File: src/rtl/dci_consts.vh
`ifndef DCI_CONSTS_VH
`define DCI_CONSTS_VH

// ****************************************
// Register map
// ****************************************
`define DCI_ADDR_IRQ_CTRL   4'h0
`define DCI_ADDR_IRQ_STATUS 4'h4
`define DCI_ADDR_IRQ_MASK   4'h8

// ****************************************
// Field layout
// ****************************************
`define DCI_EN_LSB          16
`define DCI_EN_MSB          23
`define DCI_FLAG_LSB        0
`define DCI_FLAG_MSB        7
`define DCI_BIT_SRC_DONE    7
`define DCI_BIT_SRC_HALF    6
`define DCI_BIT_DST_DONE    5
`define DCI_BIT_DST_HALF    4
`define DCI_BIT_BLOCK_DONE  3
`define DCI_BIT_CELL_DONE   2
`define DCI_BIT_ABORT       1
`define DCI_BIT_ADDR_ERR    0

// ****************************************
// Reset values
// ****************************************
`define DCI_EN_RESET        8'h00
`define DCI_FLAG_RESET      8'h00
`define DCI_MASK_RESET      8'h00

`endif

File: src/rtl/dci_channel_irq.v
`timescale 1ns/1ps
`default_nettype none
`include "dci_consts.vh"

module dci_channel_irq #(
  parameter PTR_W  = 16,
  parameter ADDR_W = 4
) (
  // Clock and reset
  input  wire              ref_clk,
  input  wire              rst,
  // Register port
  input  wire [ADDR_W-1:0] regAddr,
  input  wire [31:0]       regWrData,
  input  wire              regWrite,
  input  wire              regRead,
  output reg  [31:0]       regRdData,
  // Transfer engine status
  input  wire [PTR_W-1:0]  source_position,
  input  wire [PTR_W-1:0]  source_size,
  input  wire              srcHalfEvt,
  input  wire              dstDoneEvt,
  input  wire              dstHalfEvt,
  input  wire              blockDoneEvt,
  input  wire              cellDoneEvt,
  input  wire              addrErrEvt,
  // Abort trigger
  input  wire [7:0]        irqNumber,
  input  wire              irqValid,
  input  wire [7:0]        abortIrqSel,
  input  wire              abortIrqEn,
  output reg               abortReq,
  // Interrupts
  output wire              chanIrq,
  output wire              irqOut
);

  // ****************************************
  // Event detection
  // ****************************************
  reg  [7:0] irqEn;
  reg  [7:0] flags;
  reg  [7:0] status;
  reg  [7:0] mask;
  reg        srcAtEnd;
  wire       srcMatch;
  wire       abortHit;
  wire [7:0] evt;

  assign srcMatch = (source_position == source_size);
  assign abortHit = irqValid && abortIrqEn && (irqNumber == abortIrqSel);

  // Edge of the match so a held equality does not re-set a cleared flag
  always @(posedge ref_clk or posedge rst) begin
    if (rst) begin
      srcAtEnd <= 1'b0;
    end else begin
      srcAtEnd <= srcMatch;
    end
  end

  // Named events keep the bit order in one place
  wire srcDoneSet;
  wire srcHalfSet;
  wire dstDoneSet;
  wire dstHalfSet;
  wire blockDoneSet;
  wire cellDoneSet;
  wire abortSet;
  wire addrErrSet;

  assign srcDoneSet   = srcMatch && !srcAtEnd;
  assign srcHalfSet   = srcHalfEvt;
  assign dstDoneSet   = dstDoneEvt;
  assign dstHalfSet   = dstHalfEvt;
  assign blockDoneSet = blockDoneEvt;
  assign cellDoneSet  = cellDoneEvt;
  assign abortSet     = abortHit;
  assign addrErrSet   = addrErrEvt;

  assign evt[`DCI_BIT_SRC_DONE]   = srcDoneSet;
  assign evt[`DCI_BIT_SRC_HALF]   = srcHalfSet;
  assign evt[`DCI_BIT_DST_DONE]   = dstDoneSet;
  assign evt[`DCI_BIT_DST_HALF]   = dstHalfSet;
  assign evt[`DCI_BIT_BLOCK_DONE] = blockDoneSet;
  assign evt[`DCI_BIT_CELL_DONE]  = cellDoneSet;
  assign evt[`DCI_BIT_ABORT]      = abortSet;
  assign evt[`DCI_BIT_ADDR_ERR]   = addrErrSet;

  // ****************************************
  // Register decode
  // ****************************************
  // Full address compare: an aliased word would hide a wrong offset in software
  reg  selCtrl;
  reg  selStat;
  reg  selMask;
  wire wrCtrl;
  wire wrStat;
  wire wrMask;
  wire rdCtrl;
  wire rdStat;
  wire rdMask;

  always @* begin
    selCtrl = 1'b0;
    selStat = 1'b0;
    selMask = 1'b0;
    case (regAddr)
      `DCI_ADDR_IRQ_CTRL: begin
        selCtrl = 1'b1;
      end
      `DCI_ADDR_IRQ_STATUS: begin
        selStat = 1'b1;
      end
      `DCI_ADDR_IRQ_MASK: begin
        selMask = 1'b1;
      end
      default: begin
        selCtrl = 1'b0;
      end
    endcase
  end

  assign wrCtrl = regWrite && selCtrl;
  assign wrStat = regWrite && selStat;
  assign wrMask = regWrite && selMask;
  assign rdCtrl = regRead && selCtrl;
  assign rdStat = regRead && selStat;
  assign rdMask = regRead && selMask;

  // ****************************************
  // Enable byte
  // ****************************************
  reg [7:0] next_irqEn;

  // Bits outside 23 down to 16 of the write are dropped here
  always @* begin
    next_irqEn = irqEn;
    if (wrCtrl) begin
      next_irqEn = regWrData[`DCI_EN_MSB:`DCI_EN_LSB];
    end
  end

  always @(posedge ref_clk or posedge rst) begin
    if (rst) begin
      irqEn <= `DCI_EN_RESET;
    end else begin
      irqEn <= next_irqEn;
    end
  end

  // ****************************************
  // Mask byte
  // ****************************************
  reg [7:0] next_mask;

  always @* begin
    next_mask = mask;
    if (wrMask) begin
      next_mask = regWrData[`DCI_FLAG_MSB:`DCI_FLAG_LSB];
    end
  end

  always @(posedge ref_clk or posedge rst) begin
    if (rst) begin
      mask <= `DCI_MASK_RESET;
    end else begin
      mask <= next_mask;
    end
  end

  // ****************************************
  // Abort request
  // ****************************************
  reg next_abortReq;

  // Registered abortHit, high one cycle later for as long as the hit lasts; the transfer engine must stop on it
  always @* begin
    next_abortReq = abortHit;
  end

  always @(posedge ref_clk or posedge rst) begin
    if (rst) begin
      abortReq <= 1'b0;
    end else begin
      abortReq <= next_abortReq;
    end
  end

  // ****************************************
  // Flag and status bytes
  // ****************************************
  wire [7:0] next_flags;
  wire [7:0] next_status;
  wire [7:0] wrFlag;
  wire [7:0] clrStatus;

  // Set beats a software write in the same cycle, so no event is lost
  genvar i;
  generate
    for (i = 0; i < 8; i = i + 1) begin : gFlag
      assign wrFlag[i]      = regWrData[`DCI_FLAG_LSB + i];
      assign clrStatus[i]   = wrStat && regWrData[i];
      assign next_flags[i]  = evt[i] ? 1'b1 : (wrCtrl ? wrFlag[i] : flags[i]);
      assign next_status[i] = evt[i] ? 1'b1 : (clrStatus[i] ? 1'b0 : status[i]);
    end
  endgenerate

  always @(posedge ref_clk or posedge rst) begin
    if (rst) begin
      flags <= `DCI_FLAG_RESET;
    end else begin
      flags <= next_flags;
    end
  end

  always @(posedge ref_clk or posedge rst) begin
    if (rst) begin
      status <= `DCI_FLAG_RESET;
    end else begin
      status <= next_status;
    end
  end

  // ****************************************
  // Pending events
  // ****************************************
  wire [7:0] pendChan;
  wire [7:0] pendOut;

  generate
    for (i = 0; i < 8; i = i + 1) begin : gPend
      assign pendChan[i] = flags[i] && irqEn[i];
      assign pendOut[i]  = status[i] && mask[i];
    end
  endgenerate

  // ****************************************
  // Read path
  // ****************************************
  wire [31:0] ctrlWord;
  wire [31:0] statWord;
  wire [31:0] maskWord;
  reg  [31:0] next_rdData;

  assign ctrlWord[31:24] = 8'h00;
  assign ctrlWord[23]    = irqEn[7];
  assign ctrlWord[22]    = irqEn[6];
  assign ctrlWord[21]    = irqEn[5];
  assign ctrlWord[20]    = irqEn[4];
  assign ctrlWord[19]    = irqEn[3];
  assign ctrlWord[18]    = irqEn[2];
  assign ctrlWord[17]    = irqEn[1];
  assign ctrlWord[16]    = irqEn[0];
  assign ctrlWord[15:8]  = 8'h00;
  assign ctrlWord[7]     = flags[7];
  assign ctrlWord[6]     = flags[6];
  assign ctrlWord[5]     = flags[5];
  assign ctrlWord[4]     = flags[4];
  assign ctrlWord[3]     = flags[3];
  assign ctrlWord[2]     = flags[2];
  assign ctrlWord[1]     = flags[1];
  assign ctrlWord[0]     = flags[0];
  assign statWord[31:8]  = 24'h000000;
  assign statWord[7:0]   = status;
  assign maskWord[31:8]  = 24'h000000;
  assign maskWord[7:0]   = mask;

  // Unmapped offsets and idle cycles return zero
  always @* begin
    next_rdData = 32'h00000000;
    if (rdCtrl) begin
      next_rdData = ctrlWord;
    end
    if (rdStat) begin
      next_rdData = statWord;
    end
    if (rdMask) begin
      next_rdData = maskWord;
    end
  end

  always @(posedge ref_clk or posedge rst) begin
    if (rst) begin
      regRdData <= 32'h00000000;
    end else begin
      regRdData <= next_rdData;
    end
  end

  // ****************************************
  // Interrupt outputs
  // ****************************************
  // Combinational, so the request drops in the cycle after software clears it
  assign chanIrq = |pendChan;
  assign irqOut  = |pendOut;

endmodule // dci_channel_irq

`default_nettype wire

File: config.mk
export PLATFORM = sky130hd
export DESIGN_NAME = dci_channel_irq
export DESIGN_NICKNAME = d
export VERILOG_FILES = /design/src/rtl/dci_channel_irq.v
export VERILOG_INCLUDE_DIRS = /design/src /design/src/rtl
export SDC_FILE = /design/constraint.sdc
export NUM_CORES = 1
export LEC_CHECK = 0
export BUFFER_PORTS_ARGS = -buffer_cell sky130_fd_sc_hd__buf_4
export CORE_ASPECT_RATIO = 0.6
export CORE_MARGIN = 2
export CORE_UTILIZATION = 40
export DETAILED_ROUTE_END_ITERATION = 6
export PLACE_DENSITY = 0.73
export SYNTH_ARGS = -nofsm -noshare
export SYNTH_HDL_FRONTEND = slang
export SYNTH_SLANG_ARGS = --single-unit
File: constraint.sdc
create_clock -name ref_clk -period 1.8 [get_ports ref_clk]
set_input_delay 0.18 -clock ref_clk [delete_from_list [all_inputs] [get_ports ref_clk]]
set_output_delay 0.18 -clock ref_clk [all_outputs]
set_load 0.03 [all_outputs]
[Word-level counts from Yosys, hierarchy flattened]
Cells that the tools add are included.
Operators by class
  equal/unequal tests: 4
  muxes and demuxes: 38
  reductions and logical operators: 53
Operators with widths (number)
  $mux W32: 2
  $mux W1: 35
  $logic_and A1 B1 Y1: 33
  $reduce_bool A2 Y1: 16
  $mux W24: 1
  $eq A16 B16 Y1: 1
  $reduce_or A8 Y1: 2
  $eq A8 B8 Y1: 1
  $eq A4 B3 Y1 const B: 1
  $eq A4 B4 Y1 const B: 1
  $logic_not A4 Y1: 1
  $logic_not A1 Y1: 1
Word-level totals
  bits in registers: 66
  bits of input ports: 96

[Depth between registers and ports, before layout]
Gate-level depths: netlist (run 1).
  depth after elaboration: 6
  mapped depth: 5
  gate-level depth less buffers: 4

[Worst setup path after synthesis (run 1)]
Ideal clock, no wire load.
  path type: in2reg
  start point: input port regAddr[1]
  end point: register irqEn[0]
  arrival time: 1297 ps
  slack: 378 ps
  cell stages on the path: 4
  cells stage by stage: or3b_4 -> nor3_4 -> buf_4 -> mux2_2
Between the ends
  longest elaborated chain between the ends: 3
Ends and longest elaborated chain
  start, declared: RTL line dci_channel_irq.v:13  | input wire [ADDR_W-1:0] regAddr,
  $logic_not A4 Y1: RTL line dci_channel_irq.v:108  | case (regAddr)
  $mux W1: RTL line dci_channel_irq.v:108
  $logic_and A1 B1 Y1: RTL line dci_channel_irq.v:124  | assign wrCtrl = regWrite && selCtrl;
  end signal, assigned: RTL line dci_channel_irq.v:146  | irqEn <= `DCI_EN_RESET;
  end signal, assigned: RTL line dci_channel_irq.v:148  | irqEn <= next_irqEn;
  end, declared: RTL line dci_channel_irq.v:41  | reg [7:0] irqEn;
No other way between the ends.
A chain may end at the register's enable or synchronous reset.

[Worst setup path in the final report (run 1)]
  start point: register flags[7]
  end point: output port chanIrq
Between the ends
  longest elaborated chain between the ends: 2
Ends and longest elaborated chain
  start, declared: RTL line dci_channel_irq.v:42  | reg [7:0] flags;
  start signal, assigned: RTL line dci_channel_irq.v:211  | flags <= `DCI_FLAG_RESET;
  start signal, assigned: RTL line dci_channel_irq.v:213  | flags <= next_flags;
  $logic_and A1 B1 Y1: RTL line dci_channel_irq.v:233  | assign pendChan[i] = flags[i] && irqEn[i];
  $reduce_or A8 Y1: RTL line dci_channel_irq.v:295  | assign chanIrq = |pendChan;
  end, declared: RTL line dci_channel_irq.v:34  | output wire chanIrq,
No other way between the ends.

==> results of run 1 <==
-- cells by family after synthesis --
logic type / Yosys count
AOI/OAI and AO/OA: 31
xor gates and xnor gates: 24
buffers and inverters: 23
DFF: 50
muxes: 26
other: 1
and+or+nand+nor: 51
-- worst max-delay path by stage --
stage | to
floorplan | irqEn[0]$_DFFE_PP0P_
global placement | status[2]$_DFFE_PP0P_
detailed placement | status[4]$_DFFE_PP0P_
CTS | chanIrq
global route | chanIrq
finish | chanIrq
-- synth_stat cells --
cell type,number
nor2b_1,6
nor2_1,3
nand3b_1,1
and2_1,8
nand2_1,18
clkbuf_1,1
a22oi_1,8
a211o_1,6
and3_1,1
nor3b_4,1
and4b_1,1
o2bb2ai_1,1
nor3_1,1
nand3_1,1
buf_4,17
a21bo_2,1
xnor2_1,1
xor2_1,23
nand4_1,3
buf_6,1
o21ai_0,9
a21o_1,6
mux2_2,16
conb_1,1
or3b_4,1
mux2i_1,10
buf_2,1
nor4_1,5
inv_1,3
dfrtp_1,50
nor3_4,1
-- cell type report --
class,count,area [sq um],share of cell area
multi-input combinational,148,1069,0.3207
tap,80,100.1,0.03004
timing repair buffer,103,788.3,0.2366
clock inverter,1,30.03,0.009012
clock buffer,6,82.58,0.02478
inverter,3,11.26,0.003380
sequential,50,1251,0.3755
-- registers in the layout, indices dropped and copies added, names as in the netlist --
name       cells
mask           8
regRdData     16
abortReq       1
status         8
srcAtEnd       1
flags          8
irqEn          8
-- per-layer routing --
metal,vias to the layer above,track usage,wire length [um]
li1,894,-,-
met1,855,0.2150,2437
met2,65,0.2541,2427
met3,2,0.05000,369
met4,0,0.02365,7
met5,-,0,0
-- repair_timing --
action / 4_1_cts / 5_1_grt
hold buffers: 1 / 0
setup endpoints to repair: 0 / 0
resized for setup: 0 / 0
endpoints found under the hold margin: 19 / 0
-- power by group through the flow --
stage,Combinational [mW],Clock [mW],Sequential (mW)
floorplan,0.312,0,1.32
global placement,0.513,0,1.33
detailed placement,0.525,0,1.33
CTS,0.528,0.809,1.31
global route,0.569,0.849,1.32
finish,0.522,0.790,1.31
-- through the flow --
stage | instance area [sq um] | power, mW | worst slack, ps
final | 3332 | 2.621 | 341.0
after global routing | 3332 | 2.743 | 264.8
after CTS | 3332 | 2.647 | 320.2
after detailed placement | 3209 | 1.857 | 213.0
after global placement | 3209 | 1.841 | 238.0
after floorplan | 2479 | 1.636 | 378.3
==> results.txt, run 1 <==
Worst R2R Path Depth: 2
Area contributors post-synth: dfrtp_1 (52%), xor2_1 (8.3%), mux2_2 (7.4%), buf_4 (5.3%), mux2i_1 (4.1%)
Critical Path RT: 1620 ps
Layout fillers: 495
Status: finished, final reports clean
1st-pass router iterations: 4
Simple-gate share of the synthesized area: 0.1224
Fin cells: 391
Hold path start: dstDoneEvt
Drt total wl: 5.242 mm
Overall die height: 64.28 um
Die area: 6715 sq um
Port Buf Inserts: 98
Clock power frac: 0.301
Yosys reg bits: 50
Comb power frac: 0.199
CP bufs+invs: 1
Final Util: 0.5844
# diodes: 0
Sequential share of power: 0.499
Htree depth: 2
Max-slew violations: 0
Cell count of the worst hold path: 2
Avg Inst Size Synth: 11.76 sq um
Reg2Reg Launch Point: flags[4]$_DFFE_PP0P_
Critical Path AT: 1280 ps
CP Max Fanout: 3
Largest net degree at the start of global routing: 23
Slowest stage cell, crit path: dfrtp_1
First-pass GRT wire length: 8.390 mm
Switching share of total power: 0.2530
Area share of xor/xnor cells in the synthesized design: 0.08678
Max IR drop VDD: 0.3655 mV
All-Layer GR Usage: 0.1581
Reg2reg setup slack: 880 ps
Synth Cell Area: 2422 sq um
Clk root buf: clkbuf_8
Sequential area share after synthesis: 0.5165
Initial Util: 0.4248
HP Class: in -> reg
Crit-path cells: a22oi_1 > nand4_1 > buf_4
CP max stage delay: 410 ps
GRT Residual Overflow: 0
Core area: 5702 sq um
Vias/cell: 4.645
Commonest non-fill, non-tap cells in the layout: buf_4 (101), dfrtp_1 (50), xor2_1 (23)
Gate Count Post-Synth: 206
Static leakage: 1.624 nW
Most area-hungry cell type in the Yosys netlist: dfrtp_1
Minimum clock period: 1459 ps
Most common cell after layout, fill and taps aside: buf_4
Initial antenna violation count: 0
Hold Crit Endpoint: status[5]$_DFFE_PP0P_
P_sw: 663.3 uW
Int Pwr: 1.958 mW
Final Setup Violations: 0
Reg2reg end: flags[4]$_DFFE_PP0P_
P&R area growth vs syn: 37.55%
Crit path from: flags[7]$_DFFE_PP0P_
CTS tree: built
DP HPWL: 4.159 mm
Total number of cells along the worst setup path: 3
Synth Warn #: 0
Max clock buf depth: 2
Maxcap violations: 0
Antenna-violating nets left: 0
Mux share of post-synthesis cell area: 0.1157
Adder-cell share of the synthesized area: 0
Crit Path Class: reg -> out
Crit start category: flip-flop
Clock sink total: 50
Worst-skew pair later-pin latency: 290 ps
Final Skew: 5.627 ps
Layout cells sized above 1: 0.4180
Drt wl/cell: 13.41 um
Placed Instances: 383
Setup TNS: 0 ps
P per Cell Area: 786.7 nW/um^2
Largest family of logic cells by synthesized area: simple AND/OR/NAND/NOR gates
RSZ-0062 raised after global routing: false
F_max: 0.6854 GHz
DRC Markers: 0
Vias in the first global route: 1810
Final worst-path cycle share: 0.8106
Post-synth top area share: 0.5165
CTS Buf Count: 5
Setup Buffers After CTS: 0
Io pins: 131
DR vias: 1816
Clk pin slew, worst setup/hold paths: 90 ps
DR iter-0 viols: 57
Die X: 104.5 um
Synth Area in Compound Gates: 0.09143
Placement Rows: 21
Hold slack: 70.15 ps
Distinct cells, synth: 31
Hold Vio Cnt, Final: 0
NumNets Final: 407
CP endpoint kind: output port
RePlAce Congestion: 0.7745
CP top delay family: flip-flops
Note: power is estimated with default switching activity, not from simulation.
==> run 2, diff against run 1 <==
--- a/config.mk
+++ b/config.mk
@@ -6,12 +6,13 @@
 export SDC_FILE = /design/constraint.sdc
 export NUM_CORES = 1
 export LEC_CHECK = 0
+export ABC_AREA = 1
 export BUFFER_PORTS_ARGS = -buffer_cell sky130_fd_sc_hd__buf_4
 export CORE_ASPECT_RATIO = 0.6
 export CORE_MARGIN = 2
 export CORE_UTILIZATION = 40
 export DETAILED_ROUTE_END_ITERATION = 6
-export PLACE_DENSITY = 0.73
+export PLACE_DENSITY = 0.71
 export SYNTH_ARGS = -nofsm -noshare
 export SYNTH_HDL_FRONTEND = slang
 export SYNTH_SLANG_ARGS = --single-unit
==> constraint.sdc (replaced) <==
create_clock -name ref_clk -period 1.46 [get_ports ref_clk]
set_input_delay 0.146 -clock ref_clk [delete_from_list [all_inputs] [get_ports ref_clk]]
set_output_delay 0.146 -clock ref_clk [all_outputs]
set_load 0.03 [all_outputs]
==> results.txt, run 2 <==
Status: finished, final reports clean
Drt wl/cell: 11.10 um
Clk pin slew, worst setup/hold paths: 90 ps
CP max stage delay: 400 ps
Worst Setup Slack, final: 0.8413 ps
Post-synth EDFFs: 0
Cell count of the worst hold path: 3
CTS tree: built
Hold slack: 53.93 ps
Die X: 109.4 um
1st-pass router iterations: 4
CP endpoint kind: output port
Most used cell, CP: nand2_1
DR vias: 2330
Drt total wl: 5.839 mm
P&R area growth vs syn: 34.85%
Static leakage: 2.101 nW
Crit Path Class: reg -> out
Hold Vio Cnt, Final: 0
Hold Crit Endpoint: flags[5]$_DFFE_PP0P_
Distinct cells, synth: 29
Sequential area share after synthesis: 0.4697
P per Cell Area: 863.2 nW/um^2
Die area: 7349 sq um
Gate Count Post-Synth: 334
Final worst-path cycle share: 0.9994
Cell with the most instances after synthesis: nand2_1
Avg Inst Size Synth: 7.975 sq um
Max-slew violations: 0
Initial antenna violation count: 0
Minimum clock period: 1459 ps
F_max: 0.6853 GHz
First-pass GRT wire length: 9.873 mm
Final Skew: 6.714 ps
DRC Markers: 0
Commonest non-fill, non-tap cells in the layout: buf_4 (102), nand2_1 (71), inv_1 (60)
Reg2Reg Launch Point: mask[4]$_DFFE_PP0P_
Htree depth: 2
All-Layer GR Usage: 0.1719
Comb power frac: 0.235
Area contributors post-synth: dfrtp_1 (47%), nand2_1 (10%), inv_1 (9.0%), nor2_1 (7.2%), buf_4 (4.8%)
Int Pwr: 2.223 mW
Hold path start: dstDoneEvt
Io pins: 131
Crit start category: flip-flop
Antenna-violating nets left: 0
CP top delay family: flip-flops
Reg2reg end: regRdData[4]$_DFF_PP0_
Max clock buf depth: 2
Clk root buf: clkbuf_8
DR iter-0 viols: 91
Yosys reg bits: 50
CP bufs+invs: 1
Synth Warn #: 0
Clock sink total: 50
Post-synth top area share: 0.4697
Synth Cell Area: 2664 sq um
Most common cell after layout, fill and taps aside: buf_4
NumNets Final: 537
Max IR drop VDD: 0.3846 mV
DP HPWL: 4.593 mm
Vias/cell: 4.430
Critical Path AT: 1310 ps
Clock power frac: 0.258
HP Class: in -> reg
Placement Rows: 22
Ys flop type: dfrtp_1
Critical Path RT: 1310 ps
P_sw: 878.3 uW
CP Max Fanout: 2
Final Setup Violations: 0
Dpl ws: 243.0 ps
Layout cells sized above 1: 0.3077
CTS Buf Count: 5
Crit-path cells: nand2_1 > nand2_2 > a221oi_2 > nand2_1 > buf_6
Reg2reg setup slack: 610 ps
Initial Util: 0.4244
Most area-hungry cell type in the Yosys netlist: dfrtp_1
Worst-skew pair later-pin latency: 300 ps
Switching share of total power: 0.2832
Worst R2R Path Depth: 3
GRT Residual Overflow: 0
Largest net degree at the start of global routing: 51
Vias in the first global route: 2319
Core area: 6276 sq um
RePlAce Congestion: 0.7835
Ys async rst share: 1.000
Maxcap violations: 0
# diodes: 0
Overall die height: 67.21 um
Port Buf Inserts: 98
Total power: 3.101 mW
Largest register by flop count: regRdData
Slowest stage cell, crit path: dfrtp_1
Total number of cells along the worst setup path: 5
Synth top cells by count: nand2_1 (72), inv_1 (64), nor2_1 (51)
RSZ-0062 raised after global routing: true
Max FFs per register: 16
Sequential share of power: 0.507
run 2: cell count changes after synthesis, moves of 10 or more:
cell,before,now
mux2_2,16,0
xor2_1,23,5
nor2_1,3,51
nand2_1,18,72
a21oi_1,0,15
mux2i_1,10,0
inv_1,3,64
run 2: worst min-delay path: cells and delay by family:
| kind | cells | cell delay [ps] |
|---|---|---|
| AO/OA/AOI/OAI | 2 | 90 |
| buffers and inverters | 1 | 80 |
run 2: metal layers:
| metal | GRT usage | routed length [um] |
|---|---|---|
| met5 | 0 | 0 |
| met4 | 0.05063 | 72 |
| met3 | 0.04730 | 391 |
| met2 | 0.3086 | 2780 |
| met1 | 0.2039 | 2595 |
run 2: worst max path at each step:
stage                     slack [ps]                  start                 end
final                            0.8  status[4]$_DFFE_PP0P_              irqOut
after global routing             -60  status[4]$_DFFE_PP0P_              irqOut
after CTS                         -3    mask[4]$_DFFE_PP0P_              irqOut
after detailed placement         240    mask[4]$_DFFE_PP0P_              irqOut
after global placement           220    mask[4]$_DFFE_PP0P_              irqOut
after floorplan                  110                    rst  abortReq$_DFF_PP0_
run 2: logic make-up after synthesis:
group,share of synthesized area
AND/OR/NAND/NOR,0.2212
buffers and inverters,0.1569
AO/OA/AOI/OAI,0.1310
flip-flops,0.4697
XOR/XNOR,0.01973
other,0.001408
run 2: repair_timing:
| action | CTS | global route |
|---|---|---|
| gates resized for setup | 5 | 3 |
| hold buffers | 1 | 0 |
| setup buffers | 4 | 0 |
| pin swaps | 1 | 1 |
| cloned | 0 | 0 |
| hold endpoints to repair | 50 | 0 |
| setup endpoints to repair | 2 | 2 |
run 2: per-stage QoR:
stage	TNS, ps	area, sq um	instances	util
3_5_place_dp	0	3438	513	0.5478
4_1_cts	-2.763	3583	526	0.5710
3_3_place_gp	0	3438	513	0.5478
2_1_floorplan	0	2720	349	-
5_1_grt	-113.2	3592	526	0.5724
6_report	0	3592	526	0.5724
run 2: power by group through the flow:
stage / Combinational, mW / Clock [mW] / Sequential [mW]
floorplan: 0.413 / 0 / 1.60
global placement: 0.673 / 0 / 1.59
detailed placement: 0.690 / 0 / 1.60
CTS: 0.730 / 0.827 / 1.57
global route: 0.812 / 0.901 / 1.58
finish: 0.729 / 0.799 / 1.57
run 2: final cells by class:
type	count	area, sq um
tap	84	105.1
sequential	50	1251
inverter	64	240.2
multi-input combinational	213	1066
clock inverter	1	5.005
timing repair buffer	107	838.3
clock buffer	7	86.33
fill	576	2684
==> run 3, diff against run 2 <==
--- a/config.mk
+++ b/config.mk
@@ -10,9 +10,9 @@
 export BUFFER_PORTS_ARGS = -buffer_cell sky130_fd_sc_hd__buf_4
 export CORE_ASPECT_RATIO = 0.6
 export CORE_MARGIN = 2
-export CORE_UTILIZATION = 40
+export CORE_UTILIZATION = 50
 export DETAILED_ROUTE_END_ITERATION = 6
-export PLACE_DENSITY = 0.71
+export PLACE_DENSITY = 0.86
 export SYNTH_ARGS = -nofsm -noshare
 export SYNTH_HDL_FRONTEND = slang
 export SYNTH_SLANG_ARGS = --single-unit
==> constraint.sdc (replaced) <==
create_clock -name ref_clk -period 1.7 [get_ports ref_clk]
set_input_delay 0.17 -clock ref_clk [delete_from_list [all_inputs] [get_ports ref_clk]]
set_output_delay 0.17 -clock ref_clk [all_outputs]
set_load 0.03 [all_outputs]
==> results.txt, run 3 (same netlist as run 2, synthesis figures left out) <==
PostCTS Resize Cnt: 0
RePlAce Congestion: 0.8293
P per Cell Area: 788.8 nW/um^2
Crit Path Class: reg -> out
Comb power frac: 0.215
CP Max Fanout: 3
Static leakage: 2.061 nW
CTS Buf Count: 5
HP Class: in -> reg
Overall die height: 60.54 um
Max clock buf depth: 2
Htree depth: 2
Port Buf Inserts: 98
Fin cells: 502
Layout cells sized above 1: 0.2821
Die area: 5947 sq um
Critical Path RT: 1530 ps
First-pass GRT wire length: 10.06 mm
Initial antenna violation count: 0
Max IR drop VDD: 0.3840 mV
Clock sink total: 50
Int Pwr: 1.991 mW
Switching share of total power: 0.2771
Maxcap violations: 0
Core area: 5105 sq um
Max FFs per register: 16
CP endpoint kind: output port
F_max: 0.6027 GHz
Area of the multi-input gates: 1051 sq um
Dpl ws: 383.5 ps
All-Layer GR Usage: 0.2200
DP HPWL: 4.756 mm
Crit start category: flip-flop
Layout fillers: 421
Placed Instances: 493
Initial Util: 0.5218
CTS tree: built
Largest register by flop count: regRdData
Io pins: 131
Clock power frac: 0.294
Most common cell after layout, fill and taps aside: buf_4
Minimum clock period: 1659 ps
Final Skew: 4.560 ps
Final worst-path cycle share: 0.9759
Die X: 98.23 um
Largest net degree at the start of global routing: 33
Clk root buf: clkbuf_8
Antenna-violating nets left: 0
Clk pin slew, worst setup/hold paths: 90 ps
P_sw: 763.3 uW
Placement Rows: 20
NumNets Final: 531
DR vias: 2378
Vias in the first global route: 2337
Final Setup Violations: 0
RSZ-0062 raised after global routing: false
Sequential share of power: 0.490
GRT Residual Overflow: 0
Status: finished, final reports clean
Drt wl/cell: 12.07 um
DR iter-0 viols: 76
Total power: 2.755 mW
Setup TNS: 0 ps
Critical Path AT: 1490 ps
Max-slew violations: 0
Drt total wl: 6.058 mm
Hold path start: blockDoneEvt
Commonest non-fill, non-tap cells in the layout: buf_4 (100), nand2_1 (72), inv_1 (63)
P&R area growth vs syn: 31.09%
Vias/cell: 4.737
Hold slack: 64.01 ps
Worst Setup Slack, final: 40.91 ps
Crit path from: mask[4]$_DFFE_PP0P_
Register Area: 1251 sq um
Hold Vio Cnt, Final: 0
# diodes: 0
1st-pass router iterations: 4
Reg2Reg Launch Point: flags[7]$_DFFE_PP0P_
Worst-skew pair later-pin latency: 310 ps
DRC Markers: 0
-- run 3: path summary, 6_finish.rpt --
check / to / slack, ps / cells past startpoint
max reg2reg: flags[7]$_DFFE_PP0P_ / 850 / 4
max: irqOut / 40 / 5
min in group asynchronous: flags[4]$_DFFE_PP0P_ / 430 / 3
min: flags[3]$_DFFE_PP0P_ / 60 / 3
max in group asynchronous: status[3]$_DFFE_PP0P_ / 640 / 4
min reg2reg: regRdData[19]$_DFF_PP0_ / 510 / 2
-- run 3: final cells by class --
type,instances,area share
multi-input cells,213,0.3010
inverters,64,0.06879
flip-flops and latches,50,0.3583
repair buffers,101,0.2178
clock inverters,1,0.008599
well taps,66,0.02365
clock buffers,7,0.02186
-- run 3: worst max-delay path: stages, from the launching register on --
cell and delay [ps]:
dfrtp_1 400, nand2_1 80, nand2_1 50, a221oi_1 290, nand2_1 150, buf_4 200
-- run 3: per-layer routing --
layer	global-route usage	routed length, um	share of wire	up-vias
li1	-	-	-	1199
met1	0.2635	2601	0.43	1077
met2	0.3914	2940	0.49	86
met3	0.05300	371	0.061	16
met4	0.1018	144	0.024	0
met5	0	0	0	-
-- run 3: power by group through the flow --
stage | clock network, mW | registers (mW) | logic (mW)
floorplan | 0 | 1.38 | 0.354
global placement | 0 | 1.37 | 0.567
detailed placement | 0 | 1.37 | 0.590
CTS | 0.823 | 1.35 | 0.597
global route | 0.867 | 1.36 | 0.662
finish | 0.811 | 1.35 | 0.593
-- run 3: metrics by stage --
stage          utilization  area, sq um
3_5_place_dp        0.6613         3376
3_3_place_gp        0.6613         3376
4_1_cts             0.6841         3492
5_1_grt             0.6841         3492
6_report            0.6841         3492
2_1_floorplan            -         2720
-- run 3: what timing repair did --
item	CTS	global route
endpoints found under the hold margin	18	0
endpoints found under the setup margin	0	0
hold buffers	1	0
setup buffers	0	0
